<file path="src/core/i2c_master_pkg.sv">
// Constants, register map and types for the I2C bus master.
// Assumes an APB slave port with 32-bit data and word-aligned registers.
package i2c_master_pkg;

   // ======================================================
   // Register map (byte offsets from the master base)
   // ======================================================
   localparam logic [31:0] MASTER_BASE         = 32'h4002_0000;
   localparam logic [31:0] SLAVE_BASE          = 32'h4002_0800;
   localparam logic [7:0]  OFS_TARGET_ADDRESS  = 8'h00;
   localparam logic [7:0]  OFS_CMD_STATUS      = 8'h04;
   localparam logic [7:0]  OFS_TRANSFER_BYTE   = 8'h08;
   localparam logic [7:0]  OFS_SCL_PERIOD      = 8'h0C;
   localparam logic [7:0]  OFS_IRQ_MASK        = 8'h10;
   localparam logic [7:0]  OFS_IRQ_RAW         = 8'h14;
   localparam logic [7:0]  OFS_IRQ_MASKED      = 8'h18;
   localparam logic [7:0]  OFS_IRQ_CLEAR       = 8'h1C;
   localparam logic [7:0]  OFS_MASTER_SETUP    = 8'h20;

   // ======================================================
   // Reset values and field positions
   // ======================================================
   localparam logic [7:0]  SCL_PERIOD_RESET    = 8'h01;
   localparam int          CMD_RUN_BIT         = 0;
   localparam int          CMD_START_BIT       = 1;
   localparam int          CMD_STOP_BIT        = 2;
   localparam int          CMD_ACK_BIT         = 3;
   localparam int          SETUP_MASTER_BIT    = 4;
   localparam int          DIR_BIT             = 0;

   // ======================================================
   // SCL timing weights
   // ======================================================
   localparam int          LOW_PHASE_WEIGHT    = 6;
   localparam int          HIGH_PHASE_WEIGHT   = 4;

   // Controller status as read from the command/status word
   typedef struct packed {
      logic line_busy_flag;
      logic idle;
      logic arbitration_lost_flag;
      logic data_nack_flag;
      logic address_nack_flag;
      logic error;
      logic busy;
   } status_t;

   // Command bits written to the command/status word
   typedef struct packed {
      logic ack;
      logic stop;
      logic start;
      logic run;
   } command_t;

endpackage : i2c_master_pkg

</file>
<file path="src/core/i2c_line_sync.sv">
// Three-stage synchroniser with agreement filter for one bus line.
// Assumes the input is asynchronous to pclk; output follows once
// the second and third stages agree.
`timescale 1ns/1ps
module i2c_line_sync (
   // Clock and reset
   input  wire logic pclk,
   input  wire logic presetn,
   // Line in and filtered level out
   input  wire logic line_i,
   output logic      level_o
);

   logic [2:0] stage_q;
   logic [2:0] stage_d;
   logic       level_q;
   logic       level_d;

   // Shift and accept a level only when stages two and three agree
   always_comb begin
      stage_d = {stage_q[1:0], line_i};
      level_d = (stage_q[2] == stage_q[1]) ? stage_q[2] : level_q;
   end

   // Lines idle high through pull-ups
   always_ff @(posedge pclk or negedge presetn) begin
      if (!presetn) begin
         stage_q <= 3'h7;
         level_q <= 1'b1;
      end else begin
         stage_q <= stage_d;
         level_q <= level_d;
      end
   end

   assign level_o = level_q;

endmodule : i2c_line_sync

</file>
<file path="src/core/i2c_master_controller.sv">
// I2C bus master with APB register port, open-drain SDA/SCL and IRQ.
// Assumes external pads resolve the open-drain wires from the enables.
//
// Overview of operation
// - SCL period is 2*(6+4)*(setting+1) system clock periods.
// - Target address holds slave address in 7:1 and direction in bit 0.
// - Direction 0 sends to the slave, 1 receives from it.
// - Offset 0x004 takes four command bits, reads seven status bits.
// - Start bit makes start on idle bus, repeated start when owned.
// - Stop bit ends with stop after byte, or keeps the bus.
// - Completion or error raises interrupt; received data then valid.
// - Receive with ack bit set acknowledges each received byte.
// - Master registers decode relative to the master base address.
// - Other status bits are only meaningful once busy has cleared.
// - Error bit set on address nack, data nack or lost arbitration.
// - Bus busy set on any start, cleared on any stop.
//
// Decided for this implementation: register access over APB.
`timescale 1ns/1ps
module i2c_master_controller
   import i2c_master_pkg::*;
(
   // APB slave port
   input  wire logic        pclk,
   input  wire logic        presetn,
   input  wire logic        psel,
   input  wire logic        penable,
   input  wire logic        pwrite,
   input  wire logic [31:0] paddr,
   input  wire logic [31:0] pwdata,
   output logic [31:0]      prdata,
   output logic             pready,
   output logic             pslverr,
   // Interrupt
   output logic             irq,
   // Open-drain bus lines
   input  wire logic        scl_i,
   output logic             scl_o,
   output logic             scl_oe,
   input  wire logic        sda_i,
   output logic             sda_o,
   output logic             sda_oe
);

   typedef enum {
      ST_IDLE, ST_START, ST_BIT_LOW, ST_BIT_HIGH, ST_ACK_LOW, ST_ACK_HIGH,
      ST_HOLD, ST_RSTART, ST_STOP_LOW, ST_STOP_HIGH
   } fsm_t;

   // ======================================================
   // Line synchronisers
   // ======================================================
   logic scl_s;
   logic sda_s;
   logic sda_s_q;
   logic scl_s_q;

   i2c_line_sync u_scl_sync (
      .pclk    (pclk),
      .presetn (presetn),
      .line_i  (scl_i),
      .level_o (scl_s)
   );
   i2c_line_sync u_sda_sync (
      .pclk    (pclk),
      .presetn (presetn),
      .line_i  (sda_i),
      .level_o (sda_s)
   );

   // ======================================================
   // Register file and APB decode
   // ======================================================
   logic [7:0]  addr_q,  addr_d;
   logic [7:0]  data_q,  data_d;
   logic [7:0]  tpr_q,   tpr_d;
   logic        mask_q,  mask_d;
   logic        raw_q,   raw_d;
   logic        setup_q, setup_d;
   command_t    cmd_q,   cmd_d;
   logic        go_q,    go_d;
   logic        go_keep;
   status_t     stat;
   logic        wr_en;
   logic        in_range;
   logic [7:0]  ofs;
   logic        done_pulse;
   logic [7:0]  rx_byte;
   logic        rx_load;
   logic        line_busy_q, line_busy_d;
   logic        alost_q, alost_d, dnack_q, dnack_d, anack_q, anack_d;
   fsm_t        st_q, st_d;

   assign in_range = (paddr[31:8] == MASTER_BASE[31:8]);
   assign ofs      = paddr[7:0];
   assign wr_en    = psel && penable && pwrite && in_range;
   assign pready   = 1'b1;
   assign pslverr  = psel && penable && !in_range;

   // status word, sub-flags gated by busy
   always_comb begin
      // Held bus counts as controller idle, so polling can end
      stat.busy                  = ((st_q != ST_IDLE) && (st_q != ST_HOLD))
                                   || go_q;
      stat.idle                  = !stat.busy;
      stat.line_busy_flag        = line_busy_q;
      stat.arbitration_lost_flag = stat.busy ? 1'b0 : alost_q;
      stat.data_nack_flag        = stat.busy ? 1'b0 : dnack_q;
      stat.address_nack_flag     = stat.busy ? 1'b0 : anack_q;
      stat.error                 = stat.busy ? 1'b0
                                   : (alost_q | dnack_q | anack_q);
   end

   // Read mux, unmapped reads as zero
   always_comb begin
      prdata = 32'h0000_0000;
      case (ofs)
         OFS_TARGET_ADDRESS: prdata = {24'h00_0000, addr_q};
         OFS_CMD_STATUS:     prdata = {25'h000_0000, stat};
         OFS_TRANSFER_BYTE:  prdata = {24'h00_0000, data_q};
         OFS_SCL_PERIOD:     prdata = {24'h00_0000, tpr_q};
         OFS_IRQ_MASK:       prdata = {31'h0000_0000, mask_q};
         OFS_IRQ_RAW:        prdata = {31'h0000_0000, raw_q};
         OFS_IRQ_MASKED:     prdata = {31'h0000_0000, raw_q & mask_q};
         OFS_MASTER_SETUP:   prdata = {26'h000_0000, setup_q, 5'h00};
         default:            prdata = 32'h0000_0000;
      endcase
   end

   // Register next values
   always_comb begin
      addr_d  = addr_q;
      data_d  = rx_load ? rx_byte : data_q;
      tpr_d   = tpr_q;
      mask_d  = mask_q;
      setup_d = setup_q;
      cmd_d   = cmd_q;
      go_d    = go_keep ? go_q : 1'b0;
      raw_d   = raw_q;
      if (wr_en) begin
         case (ofs)
            OFS_TARGET_ADDRESS: addr_d = pwdata[7:0];
            OFS_TRANSFER_BYTE:  data_d = pwdata[7:0];
            OFS_SCL_PERIOD:     tpr_d  = pwdata[7:0];
            OFS_IRQ_MASK:       mask_d = pwdata[0];
            OFS_MASTER_SETUP:   setup_d = pwdata[SETUP_MASTER_BIT + 1];
            OFS_CMD_STATUS: begin
               cmd_d = pwdata[3:0];
               go_d  = pwdata[CMD_RUN_BIT] | pwdata[CMD_STOP_BIT];
            end
            OFS_IRQ_CLEAR: if (pwdata[0]) raw_d = 1'b0;
            default: ;
         endcase
      end
      // completion sets flag, set wins over clear
      if (done_pulse) raw_d = 1'b1;
   end

   always_ff @(posedge pclk or negedge presetn) begin
      if (!presetn) begin
         addr_q  <= 8'h00;
         data_q  <= 8'h00;
         tpr_q   <= SCL_PERIOD_RESET;
         mask_q  <= 1'b0;
         raw_q   <= 1'b0;
         setup_q <= 1'b0;
         cmd_q   <= 4'h0;
         go_q    <= 1'b0;
      end else begin
         addr_q  <= addr_d;
         data_q  <= data_d;
         tpr_q   <= tpr_d;
         mask_q  <= mask_d;
         raw_q   <= raw_d;
         setup_q <= setup_d;
         cmd_q   <= cmd_d;
         go_q    <= go_d;
      end
   end

   assign irq = raw_q & mask_q;

   // ======================================================
   // SCL phase timing, ten phase units per period
   // ======================================================
   // each phase unit is 2*(tpr+1) clocks
   logic [8:0] pre_q, pre_d;
   logic [3:0] ph_q,  ph_d;
   logic       tick;
   logic       phase_end;
   logic [3:0] ph_len;

   assign tick = (pre_q == {tpr_q, 1'b1});
   always_comb begin
      pre_d = tick ? 9'h000 : pre_q + 9'h001;
      ph_d  = ph_q;
      if (st_d != st_q) begin
         pre_d = 9'h000;
         ph_d  = 4'h0;
      end else if (tick) begin
         ph_d = ph_q + 4'h1;
      end
   end
   // low weight 6, high weight 4
   assign ph_len = (st_q == ST_BIT_HIGH || st_q == ST_ACK_HIGH
                    || st_q == ST_STOP_HIGH || st_q == ST_START)
                   ? 4'(HIGH_PHASE_WEIGHT) : 4'(LOW_PHASE_WEIGHT);
   assign phase_end = tick && (ph_q == ph_len - 4'h1);

   // ======================================================
   // Bus protocol state machine
   // ======================================================
   logic [7:0] sh_q, sh_d;
   logic [2:0] bit_q, bit_d;
   logic       is_addr_q, is_addr_d;
   logic       rx_q, rx_d;
   logic       sda_lo_q, sda_lo_d;
   logic       scl_lo_q, scl_lo_d;
   logic       own_q, own_d;
   logic       done_q, done_d;
   logic       start_bit, stop_bit, ack_bit;

   assign start_bit = cmd_q.start;
   assign stop_bit  = cmd_q.stop;
   assign ack_bit   = cmd_q.ack;
   assign rx_byte   = sh_q;
   assign rx_load   = done_q && rx_q;
   assign done_pulse = done_q;

   always_comb begin
      st_d = st_q; sh_d = sh_q; bit_d = bit_q; is_addr_d = is_addr_q;
      rx_d = rx_q; sda_lo_d = sda_lo_q; scl_lo_d = scl_lo_q;
      own_d = own_q; done_d = 1'b0;
      go_keep = 1'b0;
      alost_d = alost_q; dnack_d = dnack_q; anack_d = anack_q;
      case (st_q)
         ST_IDLE, ST_HOLD: begin
            if (go_q && setup_q && !(st_q == ST_IDLE && addr_q[DIR_BIT]
                && ack_bit && stop_bit && start_bit && cmd_q.run)) begin
               alost_d = 1'b0; dnack_d = 1'b0; anack_d = 1'b0;
               if (start_bit && cmd_q.run) begin
                  // first byte is address with direction
                  sh_d = addr_q; is_addr_d = 1'b1;
                  rx_d = 1'b0; bit_d = 3'h7;
                  st_d = own_q ? ST_RSTART : ST_START;
                  // defer to a start seen on the line
                  if (!own_q && line_busy_q) begin
                     st_d = st_q;
                     go_keep = 1'b1;
                  end
               end else if (st_q == ST_HOLD && cmd_q.run) begin
                  rx_d = addr_q[DIR_BIT]; is_addr_d = 1'b0;
                  sh_d = data_q; bit_d = 3'h7; st_d = ST_BIT_LOW;
               end else if (st_q == ST_HOLD && stop_bit) begin
                  st_d = ST_STOP_LOW;
               end
            end
         end
         ST_RSTART: begin
            sda_lo_d = 1'b0; scl_lo_d = 1'b0;
            if (phase_end) begin scl_lo_d = 1'b0; st_d = ST_START; end
         end
         ST_START: begin
            scl_lo_d = 1'b0; sda_lo_d = 1'b1;
            own_d = 1'b1;
            if (phase_end) begin scl_lo_d = 1'b1; st_d = ST_BIT_LOW; end
         end
         ST_BIT_LOW: begin
            scl_lo_d = 1'b1;
            sda_lo_d = rx_q ? 1'b0 : !sh_q[7];
            if (phase_end) begin scl_lo_d = 1'b0; st_d = ST_BIT_HIGH; end
         end
         ST_BIT_HIGH: if (scl_s && phase_end) begin
            // Arbitration: drove high but line low
            if (!rx_q && sh_q[7] && !sda_s) begin
               alost_d = 1'b1; own_d = 1'b0; sda_lo_d = 1'b0;
               done_d = 1'b1; st_d = ST_IDLE;
            end else begin
               sh_d = {sh_q[6:0], sda_s};
               scl_lo_d = 1'b1;
               bit_d = bit_q - 3'h1;
               st_d = (bit_q == 3'h0) ? ST_ACK_LOW : ST_BIT_LOW;
            end
         end
         ST_ACK_LOW: begin
            scl_lo_d = 1'b1;
            // ack on receive when ack bit set, release on send or without ack bit
            sda_lo_d = rx_q && ack_bit;
            if (phase_end) begin scl_lo_d = 1'b0; st_d = ST_ACK_HIGH; end
         end
         ST_ACK_HIGH: if (scl_s && phase_end) begin
            scl_lo_d = 1'b1;
            if (!rx_q && sda_s) begin
               if (is_addr_q) anack_d = 1'b1; else dnack_d = 1'b1;
               st_d = ST_STOP_LOW;
            end else if (is_addr_q) begin
               is_addr_d = 1'b0; rx_d = addr_q[DIR_BIT];
               sh_d = data_q; bit_d = 3'h7; st_d = ST_BIT_LOW;
            end else begin
               st_d = stop_bit ? ST_STOP_LOW : ST_HOLD;
               if (!stop_bit) done_d = 1'b1;
            end
         end
         ST_STOP_LOW: begin
            scl_lo_d = 1'b1; sda_lo_d = 1'b1;
            if (phase_end) begin scl_lo_d = 1'b0; st_d = ST_STOP_HIGH; end
         end
         ST_STOP_HIGH: if (phase_end) begin
            sda_lo_d = 1'b0; own_d = 1'b0;
            done_d = 1'b1; st_d = ST_IDLE;
         end
         default: st_d = ST_IDLE;
      endcase
   end

   // bus busy from start/stop seen on the lines
   always_comb begin
      line_busy_d = line_busy_q;
      if (scl_s && scl_s_q && sda_s_q && !sda_s) line_busy_d = 1'b1;
      if (scl_s && scl_s_q && !sda_s_q && sda_s) line_busy_d = 1'b0;
   end

   always_ff @(posedge pclk or negedge presetn) begin
      if (!presetn) begin
         st_q <= ST_IDLE; sh_q <= 8'h00; bit_q <= 3'h0;
         is_addr_q <= 1'b0; rx_q <= 1'b0; sda_lo_q <= 1'b0;
         scl_lo_q <= 1'b0; own_q <= 1'b0; done_q <= 1'b0;
         alost_q <= 1'b0; dnack_q <= 1'b0; anack_q <= 1'b0;
         pre_q <= 9'h000; ph_q <= 4'h0; line_busy_q <= 1'b0;
         sda_s_q <= 1'b1; scl_s_q <= 1'b1;
      end else begin
         st_q <= st_d; sh_q <= sh_d; bit_q <= bit_d;
         is_addr_q <= is_addr_d; rx_q <= rx_d; sda_lo_q <= sda_lo_d;
         scl_lo_q <= scl_lo_d; own_q <= own_d; done_q <= done_d;
         alost_q <= alost_d; dnack_q <= dnack_d; anack_q <= anack_d;
         pre_q <= pre_d; ph_q <= ph_d; line_busy_q <= line_busy_d;
         sda_s_q <= sda_s; scl_s_q <= scl_s;
      end
   end

   // Open-drain drive: output low while enabled
   assign sda_o  = 1'b0;
   assign scl_o  = 1'b0;
   assign sda_oe = sda_lo_q;
   assign scl_oe = scl_lo_q;

   // ======================================================
   // Assertions
   // ======================================================
   AST_IRQ_LEVEL:
      assert property (@(posedge pclk) disable iff (!presetn)
         done_q |=> raw_q) else $error("completion did not set flag");
   AST_MASKED:
      assert property (@(posedge pclk) disable iff (!presetn)
         (wr_en && ofs == OFS_IRQ_CLEAR && pwdata[0] && !done_pulse)
         |=> !irq) else $error("clear left irq high");
   AST_SDA_STABLE:
      assert property (@(posedge pclk) disable iff (!presetn)
         (st_q == ST_BIT_HIGH && $stable(st_q)) |-> $stable(sda_oe))
      else $error("sda changed while scl high");
   AST_ACK_RELEASE:
      assert property (@(posedge pclk) disable iff (!presetn)
         (st_q == ST_ACK_HIGH && !rx_q) |-> !sda_oe)
      else $error("sda held in ack slot");
   AST_ERR_CAUSE:
      assert property (@(posedge pclk) disable iff (!presetn)
         (st_q == ST_ACK_HIGH && is_addr_q && !rx_q && scl_s
          && phase_end && sda_s) |=> anack_q)
      else $error("address nack not flagged");
   AST_ILLEGAL:
      assert property (@(posedge pclk) disable iff (!presetn)
         (st_q == ST_IDLE && go_q && cmd_q == 4'hF && addr_q[0])
         |=> st_q == ST_IDLE) else $error("illegal command ran");
   AST_RX_ACK:
      assert property (@(posedge pclk) disable iff (!presetn)
         (st_q == ST_ACK_HIGH && rx_q && ack_bit) |-> sda_oe)
      else $error("no ack driven");
   AST_STOP_BUSY:
      assert property (@(posedge pclk) disable iff (!presetn)
         (scl_s && scl_s_q && !sda_s_q && sda_s) |=> !line_busy_q)
      else $error("stop did not clear busy");

endmodule : i2c_master_controller

</file>
<file path="config.mk">
export PLATFORM = sky130hd
export DESIGN_NAME = i2c_master_controller
export DESIGN_NICKNAME = d
export VERILOG_FILES = /design/src/core/i2c_master_pkg.sv /design/src/core/i2c_line_sync.sv /design/src/core/i2c_master_controller.sv
export SDC_FILE = /design/constraint.sdc
export NUM_CORES = 1
export LEC_CHECK = 0
export BUFFER_PORTS_ARGS = -buffer_cell sky130_fd_sc_hd__buf_4
export CORE_UTILIZATION = 50
export CTS_CLUSTER_SIZE = 40
export DETAILED_ROUTE_END_ITERATION = 8
export PLACE_DENSITY = 0.81
export SYNTH_ARGS = -nofsm -noshare
export SYNTH_HDL_FRONTEND = slang
export SYNTH_SLANG_ARGS = --single-unit
</file>
<file path="constraint.sdc">
create_clock -name pclk -period 3 [get_ports pclk]
set_clock_uncertainty 0.2 [all_clocks]
set_input_delay 0.3 -clock pclk [delete_from_list [all_inputs] [get_ports pclk]]
set_output_delay 0.3 -clock pclk [all_outputs]
set_load 0.05 [all_outputs]
</file>
Word level (Yosys, flattened, before mapping) --
Cells that the tools add are included.
Storage, ports and cells: output and inout bits 39, logic and storage cells 262, bits in registers 108, input port bits 71
Operators by class: reductions and logical operators 74, multiplexer cells 108, $add $sub $neg 4, eq/ne operators 40, bitwise operators 4
Operators by type and width (count):
- $mux 32 | 13
- $pmux 32 s9 | 1
- $eq 32x3->1 const B | 5
- $eq 32x4->1 const B | 4
- $eq 32x2->1 const B | 3
- $mux 8 | 11
- $logic_not 32->1 | 2
- $pmux 8 s8 | 1
- $mux 1 | 52
- $mux 3 | 11
- $eq 32x1->1 const B | 1
- $eq 32x5->1 const B | 1
- $eq 8x5->1 const B | 4
- $ne 32x32->1 | 1
- $ne 32x4->1 const B | 1
- $reduce_bool 32->1 | 1
- $logic_and 1x1->1 | 28
- $eq 24x23->1 const B | 1
- $pmux 8 s3 | 1
- $mux 4 | 5
- $ne 2x2->1 const B | 10
- $mux 9 | 2
- $eq 8x4->1 const B | 2
- $reduce_and 4->1 | 4
- other kinds (33) | 65

Logic depth before layout (Yosys ltp) --
Gate-level depths: netlist of the first run.
depth after elaboration 13, depth in mapped cells 9, gate-level depth less buffers 7

Modules after synthesis --
A second synthesis of the first run with hierarchy kept.
Second synthesis, totals: cells, all modules 579, area total of the unflattened synthesis 5899.4 um^2
Modules (own cells, without submodules):
- i2c_master_controller | area each 5666.7 um^2, instances 1, seq. area each 2506.2 um^2, cells each 569
- i2c_line_sync | area each 116.4 um^2, instances 2, seq. area each 105.1 um^2, cells each 5

Least setup slack after synthesis of the first run --
No wires, ideal clock.
path kind reg2out, start point register st_q[25], end point output prdata[2], setup slack 0.106 ns, arrival 2.394 ns, path buffers 1, required time 2.500 ns, stages on the path, launching flop included 7, cell sequence dfrtp_1 or4_4 nor4_4 nand3_1 clkbuf_1 nor3_1 a221o_1
Between the ends: longest elaborated chain between the ends 5
Ends and longest elaborated chain:
- start, declared | line i2c_master_controller.sv:92 | fsm_t st_q, st_d;
- start signal, assigned | line i2c_master_controller.sv:325 | st_q <= ST_IDLE; sh_q <= 8'h00; bit_q <= 3'h0;
- start signal, assigned | line i2c_master_controller.sv:332 | st_q <= st_d; sh_q <= sh_d; bit_q <= bit_d;
- $ne 32x4->1 or $reduce_bool 32->1 (tied branches) | line i2c_master_controller.sv:103 | stat.busy = ((st_q != ST_IDLE) && (st_q != ST_HOLD))
- $logic_and 1x1->1 (*) | line i2c_master_controller.sv:103
- $logic_or 1x1->1 (*) | line i2c_master_controller.sv:104 | || go_q;
- $mux 1 (*) | line i2c_master_controller.sv:109 | stat.address_nack_flag = stat.busy ? 1'b0 : anack_q;
- $pmux 8 s8 (*) | line i2c_master_controller.sv:117 | case (ofs)
- end, declared | line i2c_master_controller.sv:31 | output logic [31:0] prdata,
Every way passes the cells marked *; elsewhere a longest branch is shown, timed or not.

Final worst setup path of the first run --
start point register st_q[7], end point output prdata[1]
Between the ends: longest elaborated chain between the ends 5
Ends and longest elaborated chain:
- $ne 32x4->1 or $reduce_bool 32->1 (tied branches) | line i2c_master_controller.sv:103
- $logic_and 1x1->1 (*) | line i2c_master_controller.sv:103
- $logic_or 1x1->1 (*) | line i2c_master_controller.sv:104
- $mux 1 (*) | line i2c_master_controller.sv:110 | stat.error = stat.busy ? 1'b0
- $pmux 8 s8 (*) | line i2c_master_controller.sv:117
Marks and branches as above.

==> results.yml, run 1 <==
status:
  outcome: "complete, but fails checks"
  violations: "setup timing"
global_route:
  grt_use_total_pct: 26.5
  antenna_found_initial: 0
  grt_max_degree: 65
  grt_pass1_wl_um: 23300
  overflow: 0
  grt_pass1_vias: 4775
sta:
  finalHoldViolCount: 0
  whs_ps: 92.3
  fmax_mhz: 327
  setup_ws_ps: -58.9
  max-slew-margin-rel_pct: 59.5
  maxSlewViolCount: 0
  setup_viol: 4
  min_period_over_period_pct: 102
  tns_ps: -178
  grt_setup_unrepaired: "yes"
  period_minus_slack_ps: 3060
  tightest_slew_ps: 605
worst_setup_path:
  cpMaxStageDelayCell: "or4_4"
  end_kind: "output port"
  r2r_end: "rx_byte[5]$_DFFE_PN0P_"
  criticalPathCategory: "reg -> out"
  worstPathRequired_ps: 2500
  rrSetupSlack_ps: 110
  crit_path_max_fanout: 5
  slowest_delay_ps: 570
  ff2ff_path_depth: 8
  timing.rr.start: "st_q[30]$_DFF_PN0_"
  cp_common_cell: "buf_6"
  cp_cell_sequence: "or4_4 > nor4_4 > nand3_2 > buf_6 > nor3_4 > buf_6 > o31ai_1 > nand3_1 > buf_6"
  start_kind: "register"
  arrival_ps: 2560
flow_run:
  cap_violations: 0
clock_network:
  clkTransAtPathRegs_ps: 110
  worstSkewPairLatency_ps: 380
  cts_tree: "built"
  cts_buffers: 9
  clockBufferDepth: 2
  cts_root_buffer: "clkbuf_8"
  cts_sinks: 108
  htreeDepth: 3
yosys:
  async_reset_ff_share_pct: 100
  ys_seq_elements: 108
  synth_cell_types: 63
  synth_top_area_share_pct: 43.4
  syn_inst: 552
  synth_edf_count: 0
  synthTopCellsByArea: "dfrtp_1 (43%), mux2_2 (5.2%), dfstp_2 (5.2%), nand2_1 (3.8%), buf_4 (3.6%)"
  seq_area_frac_synth_pct: 48.6
  yosys.area.top_type: "dfrtp_1"
  ys.warnings.count: 0
  avgSynthCellArea_um2: 10.1
  synth_flop_cell: "dfrtp_1"
  syn_area_um2: 5590
final_layout:
  final_common_cell: "dfrtp_1"
  syn2layout_area_growth_pct: 22.1
  final_cells: 825
  final_cell_mix: "dfrtp_1 (97), buf_4 (88), nand2_1 (57)"
  drive_above_1_share_pct: 25.3
  fin_util_pct: 62.7
  nets: 755
  n_antenna_cell: 0
  fillers: 891
hold_path:
  hold_path_end: "raw_q$_DFFE_PN0P_"
  whs_path_depth: 5
  hold_path.class: "in -> reg"
  min-delay-start: "paddr[7]"
power:
  cellLeakagePower_nw: 3.07
  power_mw: 2.64
  ir_worst_vdd_mv: 0.305
  cellPowerDensity_nw_per_um2: 387
place:
  place_congestion: 0.898
  dpl.hpwl_um: 10600
  dp_cells: 790
  io_buffers: 58
detailed_routing:
  dr.pass1.iters: 5
  ant_nets: 0
  drc: 0
  wirelength_um: 14600
  drt_iter0_markers: 348
  vias: 4855
  vias_per_cell: 5.88
  wl_per_cell_um: 17.7
floorplanning:
  fp.dieArea_um2: 11600
  boundaryPins: 110
  rows: 38
  coreArea_um2: 10900
  fp.dieW_um: 108
  initial_core_util_pct: 51.4
  die_y_um: 108
-- where the power goes --
part	switching, mW	leakage, nW	internal (mW)	total (mW)
Sequential	0.0270	1.34	1.49	1.52
Clock	0.512	0.0906	0.393	0.905
Combinational	0.150	1.64	0.0681	0.218
Total	0.688	3.07	1.95	2.64
-- state kept, by name, summed over array words and instances, names as in the netlist, 3 cells and up --
register / flops
st_q: 32
pre_q: 9
addr_q: 8
data_q: 8
rx_byte: 8
tpr_q: 8
ph_q: 4
bit_q: 3
u_scl_sync.stage_q: 3
u_sda_sync.stage_q: 3
-- metrics by stage --
step	worst slack [ps]	cell area [um2]
after floorplan	106	5790
after global placement	144	6380
after detailed placement	92.1	6380
after CTS	-57.2	6760
after global routing	-120	6830
final	-58.9	6830
-- how the worst max path moves through the flow --
| stage | startpoint | to | slack [ps] |
|---|---|---|---|
| floorplan | st_q[25]$_DFF_PN0_ | prdata[2] | 110 |
| global placement | st_q[25]$_DFF_PN0_ | rx_byte[7]$_DFFE_PN0P_ | 140 |
| detailed placement | st_q[25]$_DFF_PN0_ | rx_byte[5]$_DFFE_PN0P_ | 90 |
| CTS | st_q[7]$_DFF_PN0_ | prdata[1] | -60 |
| global route | st_q[7]$_DFF_PN0_ | prdata[1] | -120 |
| finish | st_q[7]$_DFF_PN0_ | prdata[1] | -60 |
-- what timing repair did --
item / CTS / global route
setup endpoints to repair: 5 / 24
gates resized for setup: 10 / 8
hold endpoints to repair: 66 / 0
pin swaps: 5 / 5
setup buffers: 4 / 4
hold buffers: 11 / 0
-- cell families after synthesis --
family / share of synthesized area, %
and+or+nand+nor: 19.9
AOI/OAI and AO/OA: 13.9
DFF: 48.6
buffers and inverters: 5.80
muxes: 7.38
xor gates and xnor gates: 3.13
adders and majority gates: 1.25
other: 0.134
-- final cells by class --
class	instances	area, um2	area share [%]
Inverter	14	52.6	0.770
Clock buffer	10	128	1.87
Clock inverter	6	72.6	1.06
Timing Repair Buffer	108	881	12.9
Sequential cell	108	2720	39.8
Tap cell	140	175	2.57
Multi-Input combinational cell	439	2800	41.0
-- routing by layer --
| metal | global-route usage (%) | wire length [um] | part of all wire, % | up-vias |
|---|---|---|---|---|
| met4 | 8.90 | 277 | 1.9 | 0 |
| li1 | - | - | - | 2216 |
| met5 | 0 | 0 | 0 | - |
| met1 | 33.0 | 5890 | 40 | 2387 |
| met2 | 47.3 | 7370 | 51 | 226 |
| met3 | 3.57 | 1030 | 7.1 | 26 |
-- synth_stat cells, drive strengths merged (10+ instances only) --
master,n
dfrtp,97
nand2,57
nor2,40
buf,32
mux2,26
o21ai,26
nor3,25
nor4,20
nand3,18
a21oi,15
inv,14
clkbuf,12
mux2i,12
a31oi,11
and3,11
dfstp,11
xnor2,11
nand4,10
-- critical path: cells and delay by family, from the launching register on --
kind / cells / cell delay (ps)
AND/OR/NAND/NOR: 5 / 1250
buffers and inverters: 3 / 480
flip-flops: 1 / 390
AO/OA/AOI/OAI: 1 / 70
Power figures use the tool's default switching activity.
==> run 2: changes to the inputs <==
Settings changed: CORE_UTILIZATION 50 to 55, CTS_CLUSTER_DIAMETER set to 50, PLACE_DENSITY 0.81 to 0.88, SETUP_SLACK_MARGIN set to 0.5.
==> run 2 against run 1 <==
  * The run still ends with setup timing left
  * Clock power increased by 9.7%
  * Sequential share of layout area shrank 3.1 points
  * Non-clock buffer count up 21
  * Combinational power up 3%
  * First-iteration DRC count increased by 9.5%
  * Wire length rose by 13%
  * Global-route usage grew 4.3 points
  * Power rose by 3.7%
  * Critical endpoint unchanged
==> results.yml, run 2 (synthesized netlist as in run 1, its figures left out) <==
detailed_routing:
  ant_nets: 0
  vias: 5197
  met1_length_um: 6020
  wl_per_cell_um: 19.6
  dr.pass1.iters: 6
  vias_per_cell: 6.19
  top_layer: "met4"
  met2_length_um: 8170
  dr_wl_met3_um: 1580
  wirelength_um: 16400
  drt_iter0_markers: 381
  drc: 0
global_route:
  grt_use_total_pct: 30.9
  grt_pass1_vias: 5070
  antenna_found_initial: 0
  overflow: 0
  grt_max_degree: 65
  grt_pass1_wl_um: 24400
sta:
  min_period_over_period_pct: 106
  grt_setup_unrepaired: "yes"
  setup_viol: 12
  tns_ps: -879
  setup_ws_ps: -170
  finalHoldViolCount: 0
  period_minus_slack_ps: 3170
  max-slew-margin-rel_pct: 49.9
  maxSlewViolCount: 0
  fmax_mhz: 315
  tightest_slew_ps: 749
final_layout:
  regMostFlops: "st_q"
  largest_reg_flops: 32
  nets: 776
  final_common_cell: "buf_4"
  seq_area_um2: 2720
  fillers: 601
  reg_top3: "st_q x32, pre_q x9"
  n_antenna_cell: 0
  syn2layout_area_growth_pct: 32.5
  multiInputGateArea_um2: 3140
  drive_above_1_share_pct: 33.9
  final_cell_mix: "buf_4 (101), dfrtp_1 (97), conb_1 (55)"
clock_network:
  cts_buffers: 9
  htreeDepth: 3
  cts_sinks: 108
  clkTransAtPathRegs_ps: 110
  clockBufferDepth: 2
  cts_root_buffer: "clkbuf_8"
  worstSkewPairLatency_ps: 390
  cts_tree: "built"
status:
  violations: "setup timing"
  outcome: "complete, but fails checks"
place:
  place_congestion: 0.888
  io_buffers: 58
  dpl.hpwl_um: 10600
worst_setup_path:
  ff2ff_path_depth: 9
  end_kind: "output port"
  crit_path_max_fanout: 5
  criticalPathCategory: "reg -> out"
  start_kind: "register"
  arrival_ps: 2670
  worstPathRequired_ps: 2500
floorplanning:
  fp.dieW_um: 103
  coreArea_um2: 9820
  rows: 36
  die_y_um: 103
  initial_core_util_pct: 56.9
  fp.dieArea_um2: 10600
  boundaryPins: 110
power:
  switching_share_pct: 27.7
  cellLeakagePower_nw: 3.33
  seq_power_share_pct: 55.6
  intPower_mw: 1.98
  comb_power_share_pct: 8.2
  cellPowerDensity_nw_per_um2: 370
  clockPowerShare_pct: 36.2
  power_switching_mw: 0.759
  ir_worst_vdd_mv: 0.321
  power_mw: 2.74
hold_path:
  hold_path.class: "in -> reg"
  whs_path_depth: 5
flow_run:
  cap_violations: 0
-- run 2: cell types whose count changed in the layout (fill, tap and decap cells not counted), moves of 4 or more --
cell | previous run | this run
buf_8 | 0 | 5
buf_4 | 88 | 101
nor3_1 | 19 | 10
nor3_2 | 4 | 11
nor4_2 | 3 | 7
nor4_1 | 16 | 9
-- run 2: path summary, 6_finish.rpt --
kind | startpoint | to | slack, ps
worst max-delay path | st_q[25]$_DFF_PN0_ | prdata[1] | -170
worst min-delay path | paddr[6] | raw_q$_DFFE_PN0P_ | 110
worst max register to register | st_q[25]$_DFF_PN0_ | rx_byte[2]$_DFFE_PN0P_ | -40
worst min register to register | u_scl_sync.stage_q[0]$_DFF_PN1_ | u_scl_sync.stage_q[1]$_DFF_PN1_ | 160
max in group asynchronous | presetn | u_scl_sync.stage_q[2]$_DFF_PN1_ | 1590
min in group asynchronous | presetn | st_q[8]$_DFF_PN0_ | 240
-- run 2: through the flow --
step | hold slack, ps | instances | utilization (%) | setup WS, ps | area [um2]
final | 111 | 839 | 75.5 | -170 | 7410
after global routing | 141 | 839 | 75.5 | -241 | 7410
after CTS | 110 | 827 | 72.2 | -59.8 | 7090
after detailed placement | 132 | 790 | 65.9 | 128 | 6470
after global placement | 126 | 790 | 65.9 | 169 | 6470
after floorplan | -196 | 605 | - | 302 | 5850
-- run 2: final cells by class --
cell class | instances | share of cell area, %
tap | 133 | 2.25
multi-input combinational | 439 | 42.4
clock buffer | 9 | 1.67
clock inverter | 7 | 1.38
sequential | 108 | 36.7
inverter | 14 | 0.709
timing repair buffer | 129 | 14.9
-- run 2: metal layers --
layer / track usage [%] / vias up
li1: - / 2248
met1: 37.9 / 2521
met2: 53.3 / 356
met3: 5.76 / 72
met4: 13.8 / 0
met5: 0 / -
-- run 2: repair_timing --
action | in CTS | in global routing
pin swaps | 9 | 32
buffers inserted | 10 | 12
endpoints found under the setup margin | 43 | 44
hold endpoints to repair | 67 | 0
gates resized for setup | 39 | 44
hold buffers | 11 | 0
-- run 2: worst max-delay path: stages (launching register included) --
cell	delay, ps
dfrtp_1	390
or4_4	560
nor4_4	280
nand3_1	180
buf_6	180
nor3_4	170
buf_6	160
o31ai_4	90
nand3_2	120
buf_8	150
-- run 2: power by group through the flow --
stage | sequential, mW | clock, mW | combinational [mW]
finish | 1.52 | 0.993 | 0.224
floorplan | 1.53 | 0 | 0.138
CTS | 1.52 | 0.979 | 0.217
global route | 1.53 | 1.05 | 0.245
detailed placement | 1.55 | 0 | 0.203
global placement | 1.54 | 0 | 0.198
==> run 3: changes to the inputs <==
Settings changed: HOLD_SLACK_MARGIN set to 0.15.
==> run 3 against run 2 <==
  * Flip-flop and latch count did not move
  * Final cell count up 0.36%
  * Via count grew 0.44%
  * Worst setup slack improved by 22 ps
  * Combinational power barely moved
  * Critical path depth unchanged
  * Core utilization rose by 0.37 points
  * Wire length increased by 0.47%
  * The run still ends with setup timing left
  * Register-to-register slack improved by 30 ps
==> results.yml, run 3 (synthesized netlist as in run 1, its figures left out) <==
status:
  outcome: "complete, but fails checks"
  violations: "setup timing"
final_layout:
  reg_top3: "st_q x32, pre_q x9"
  n_antenna_cell: 0
  final_common_cell: "buf_4"
  regMostFlops: "st_q"
  final_area_um2: 7450
  final_cells: 842
  largest_reg_flops: 32
  final_cell_mix: "buf_4 (101), dfrtp_1 (97), conb_1 (55)"
  fin_util_pct: 75.8
  syn2layout_area_growth_pct: 33.2
  drive_above_1_share_pct: 33.9
  nets: 779
power:
  ir_worst_vdd_mv: 0.322
  cellLeakagePower_nw: 3.34
  comb_power_share_pct: 8.3
  clockPowerShare_pct: 36.2
  seq_power_share_pct: 55.5
  intPower_mw: 1.98
  cellPowerDensity_nw_per_um2: 369
  switching_share_pct: 27.7
  power_switching_mw: 0.761
worst_setup_path:
  worstPathRequired_ps: 2500
  criticalPathCategory: "reg -> out"
  cpMaxStageDelayCell: "or4_4"
  end_kind: "output port"
  cp_cell_sequence: "or4_4 > nor4_4 > nand3_1 > buf_6 > nor3_4 > buf_6 > o31ai_4 > nand3_2 > buf_8"
  start_kind: "register"
  crit_path_max_fanout: 5
  arrival_ps: 2650
  slowest_delay_ps: 560
  ff2ff_path_depth: 9
  cp_common_cell: "buf_6"
sta:
  fmax_mhz: 318
  min_period_over_period_pct: 105
  setup_viol: 8
  maxSlewViolCount: 0
  tightest_slew_ps: 731
  setup_ws_ps: -148
  tns_ps: -619
  finalHoldViolCount: 0
  grt_setup_unrepaired: "yes"
  period_minus_slack_ps: 3150
  max-slew-margin-rel_pct: 51.1
global_route:
  grt_max_degree: 65
  antenna_found_initial: 0
  grt_pass1_wl_um: 24500
  overflow: 0
  grt_use_total_pct: 31.0
  grt_pass1_vias: 5098
floorplanning:
  rows: 36
  fp.dieArea_um2: 10600
  initial_core_util_pct: 56.9
  fp.dieW_um: 103
  boundaryPins: 110
  die_y_um: 103
  coreArea_um2: 9820
place:
  place_area_um2: 6470
  dp_cells: 790
  io_buffers: 58
  dpl.hpwl_um: 10600
  place_congestion: 0.888
clock_network:
  cts_root_buffer: "clkbuf_8"
  clockBufferDepth: 2
  htreeDepth: 3
  clkTransAtPathRegs_ps: 110
  cts_buffers: 9
  worstSkewPairLatency_ps: 390
  cts_sinks: 108
  cts_tree: "built"
flow_run:
  cap_violations: 0
detailed_routing:
  drt_iter0_markers: 371
  drc: 0
  wl_per_cell_um: 19.6
  dr.pass1.iters: 5
  vias: 5220
  wirelength_um: 16500
  ant_nets: 0
  vias_per_cell: 6.20
hold_path:
  hold_path.class: "reg -> reg"
  whs_path_depth: 0
[run 3: cell count changes in the layout (fill, tap and decap cells not counted), sizes merged]
cell	previous run	this run
dlygate4sd3	11	14
[run 3: stage by stage]
| step | setup slack, ps | hold WS, ps | total power, mW |
|---|---|---|---|
| 2_1_floorplan | 302 | -196 | 1.67 |
| 3_3_place_gp | 169 | 126 | 1.74 |
| 3_5_place_dp | 128 | 132 | 1.75 |
| 4_1_cts | -59.8 | 162 | 2.72 |
| 5_1_grt | -243 | 166 | 2.82 |
| 6_report | -148 | 162 | 2.74 |
[run 3: what timing repair did]
action | in CTS | in global routing
pin swaps | 9 | 32
buffers inserted | 10 | 12
setup endpoints to repair | 43 | 45
resized for setup | 39 | 45
hold buffers | 14 | 0
hold endpoints to repair | 78 | 0
[run 3: worst paths after layout]
path	from	endpoint	slack, ps
setup / recovery	st_q[25]$_DFF_PN0_	prdata[1]	-150
hold / removal	u_scl_sync.stage_q[0]$_DFF_PN1_	u_scl_sync.stage_q[1]$_DFF_PN1_	160
setup reg to reg	st_q[25]$_DFF_PN0_	rx_byte[2]$_DFFE_PN0P_	-10
hold reg to reg	u_scl_sync.stage_q[0]$_DFF_PN1_	u_scl_sync.stage_q[1]$_DFF_PN1_	160
max in group asynchronous	presetn	u_scl_sync.stage_q[2]$_DFF_PN1_	1590
min in group asynchronous	presetn	st_q[12]$_DFF_PN0_	240
[run 3: critical path, delay by kind of cell, from the launching register on]
| family | cells | cell delay, ps |
|---|---|---|
| AO/OA/AOI/OAI | 1 | 90 |
| buffers and inverters | 3 | 480 |
| flip-flops | 1 | 390 |
| AND/OR/NAND/NOR | 5 | 1310 |
[run 3: layout make-up]
| type | instances | area [um2] |
|---|---|---|
| Timing Repair Buffer | 132 | 1130 |
| Fill cell | 592 | 2370 |
| Sequential cell | 108 | 2720 |
| Tap cell | 133 | 166 |
| Multi-Input combinational cell | 439 | 3150 |
| Clock inverter | 7 | 103 |
| Inverter | 14 | 52.6 |
| Clock buffer | 9 | 124 |
[run 3: routing by layer]
layer | GRT usage [%] | vias to the layer above | share of wire (%)
li1 | - | 2257 | -
met1 | 37.9 | 2555 | 38
met2 | 53.7 | 332 | 50
met3 | 5.76 | 76 | 8.5
met4 | 13.8 | 0 | 4.3
met5 | 0 | - | 0
[run 3: power by group through the flow]
stage / registers [mW] / logic, mW / clock network (mW)
2_1_floorplan: 1.53 / 0.138 / 0
4_1_cts: 1.52 / 0.220 / 0.979
3_5_place_dp: 1.55 / 0.203 / 0
5_1_grt: 1.53 / 0.248 / 1.05
3_3_place_gp: 1.54 / 0.198 / 0
6_report: 1.52 / 0.227 / 0.994
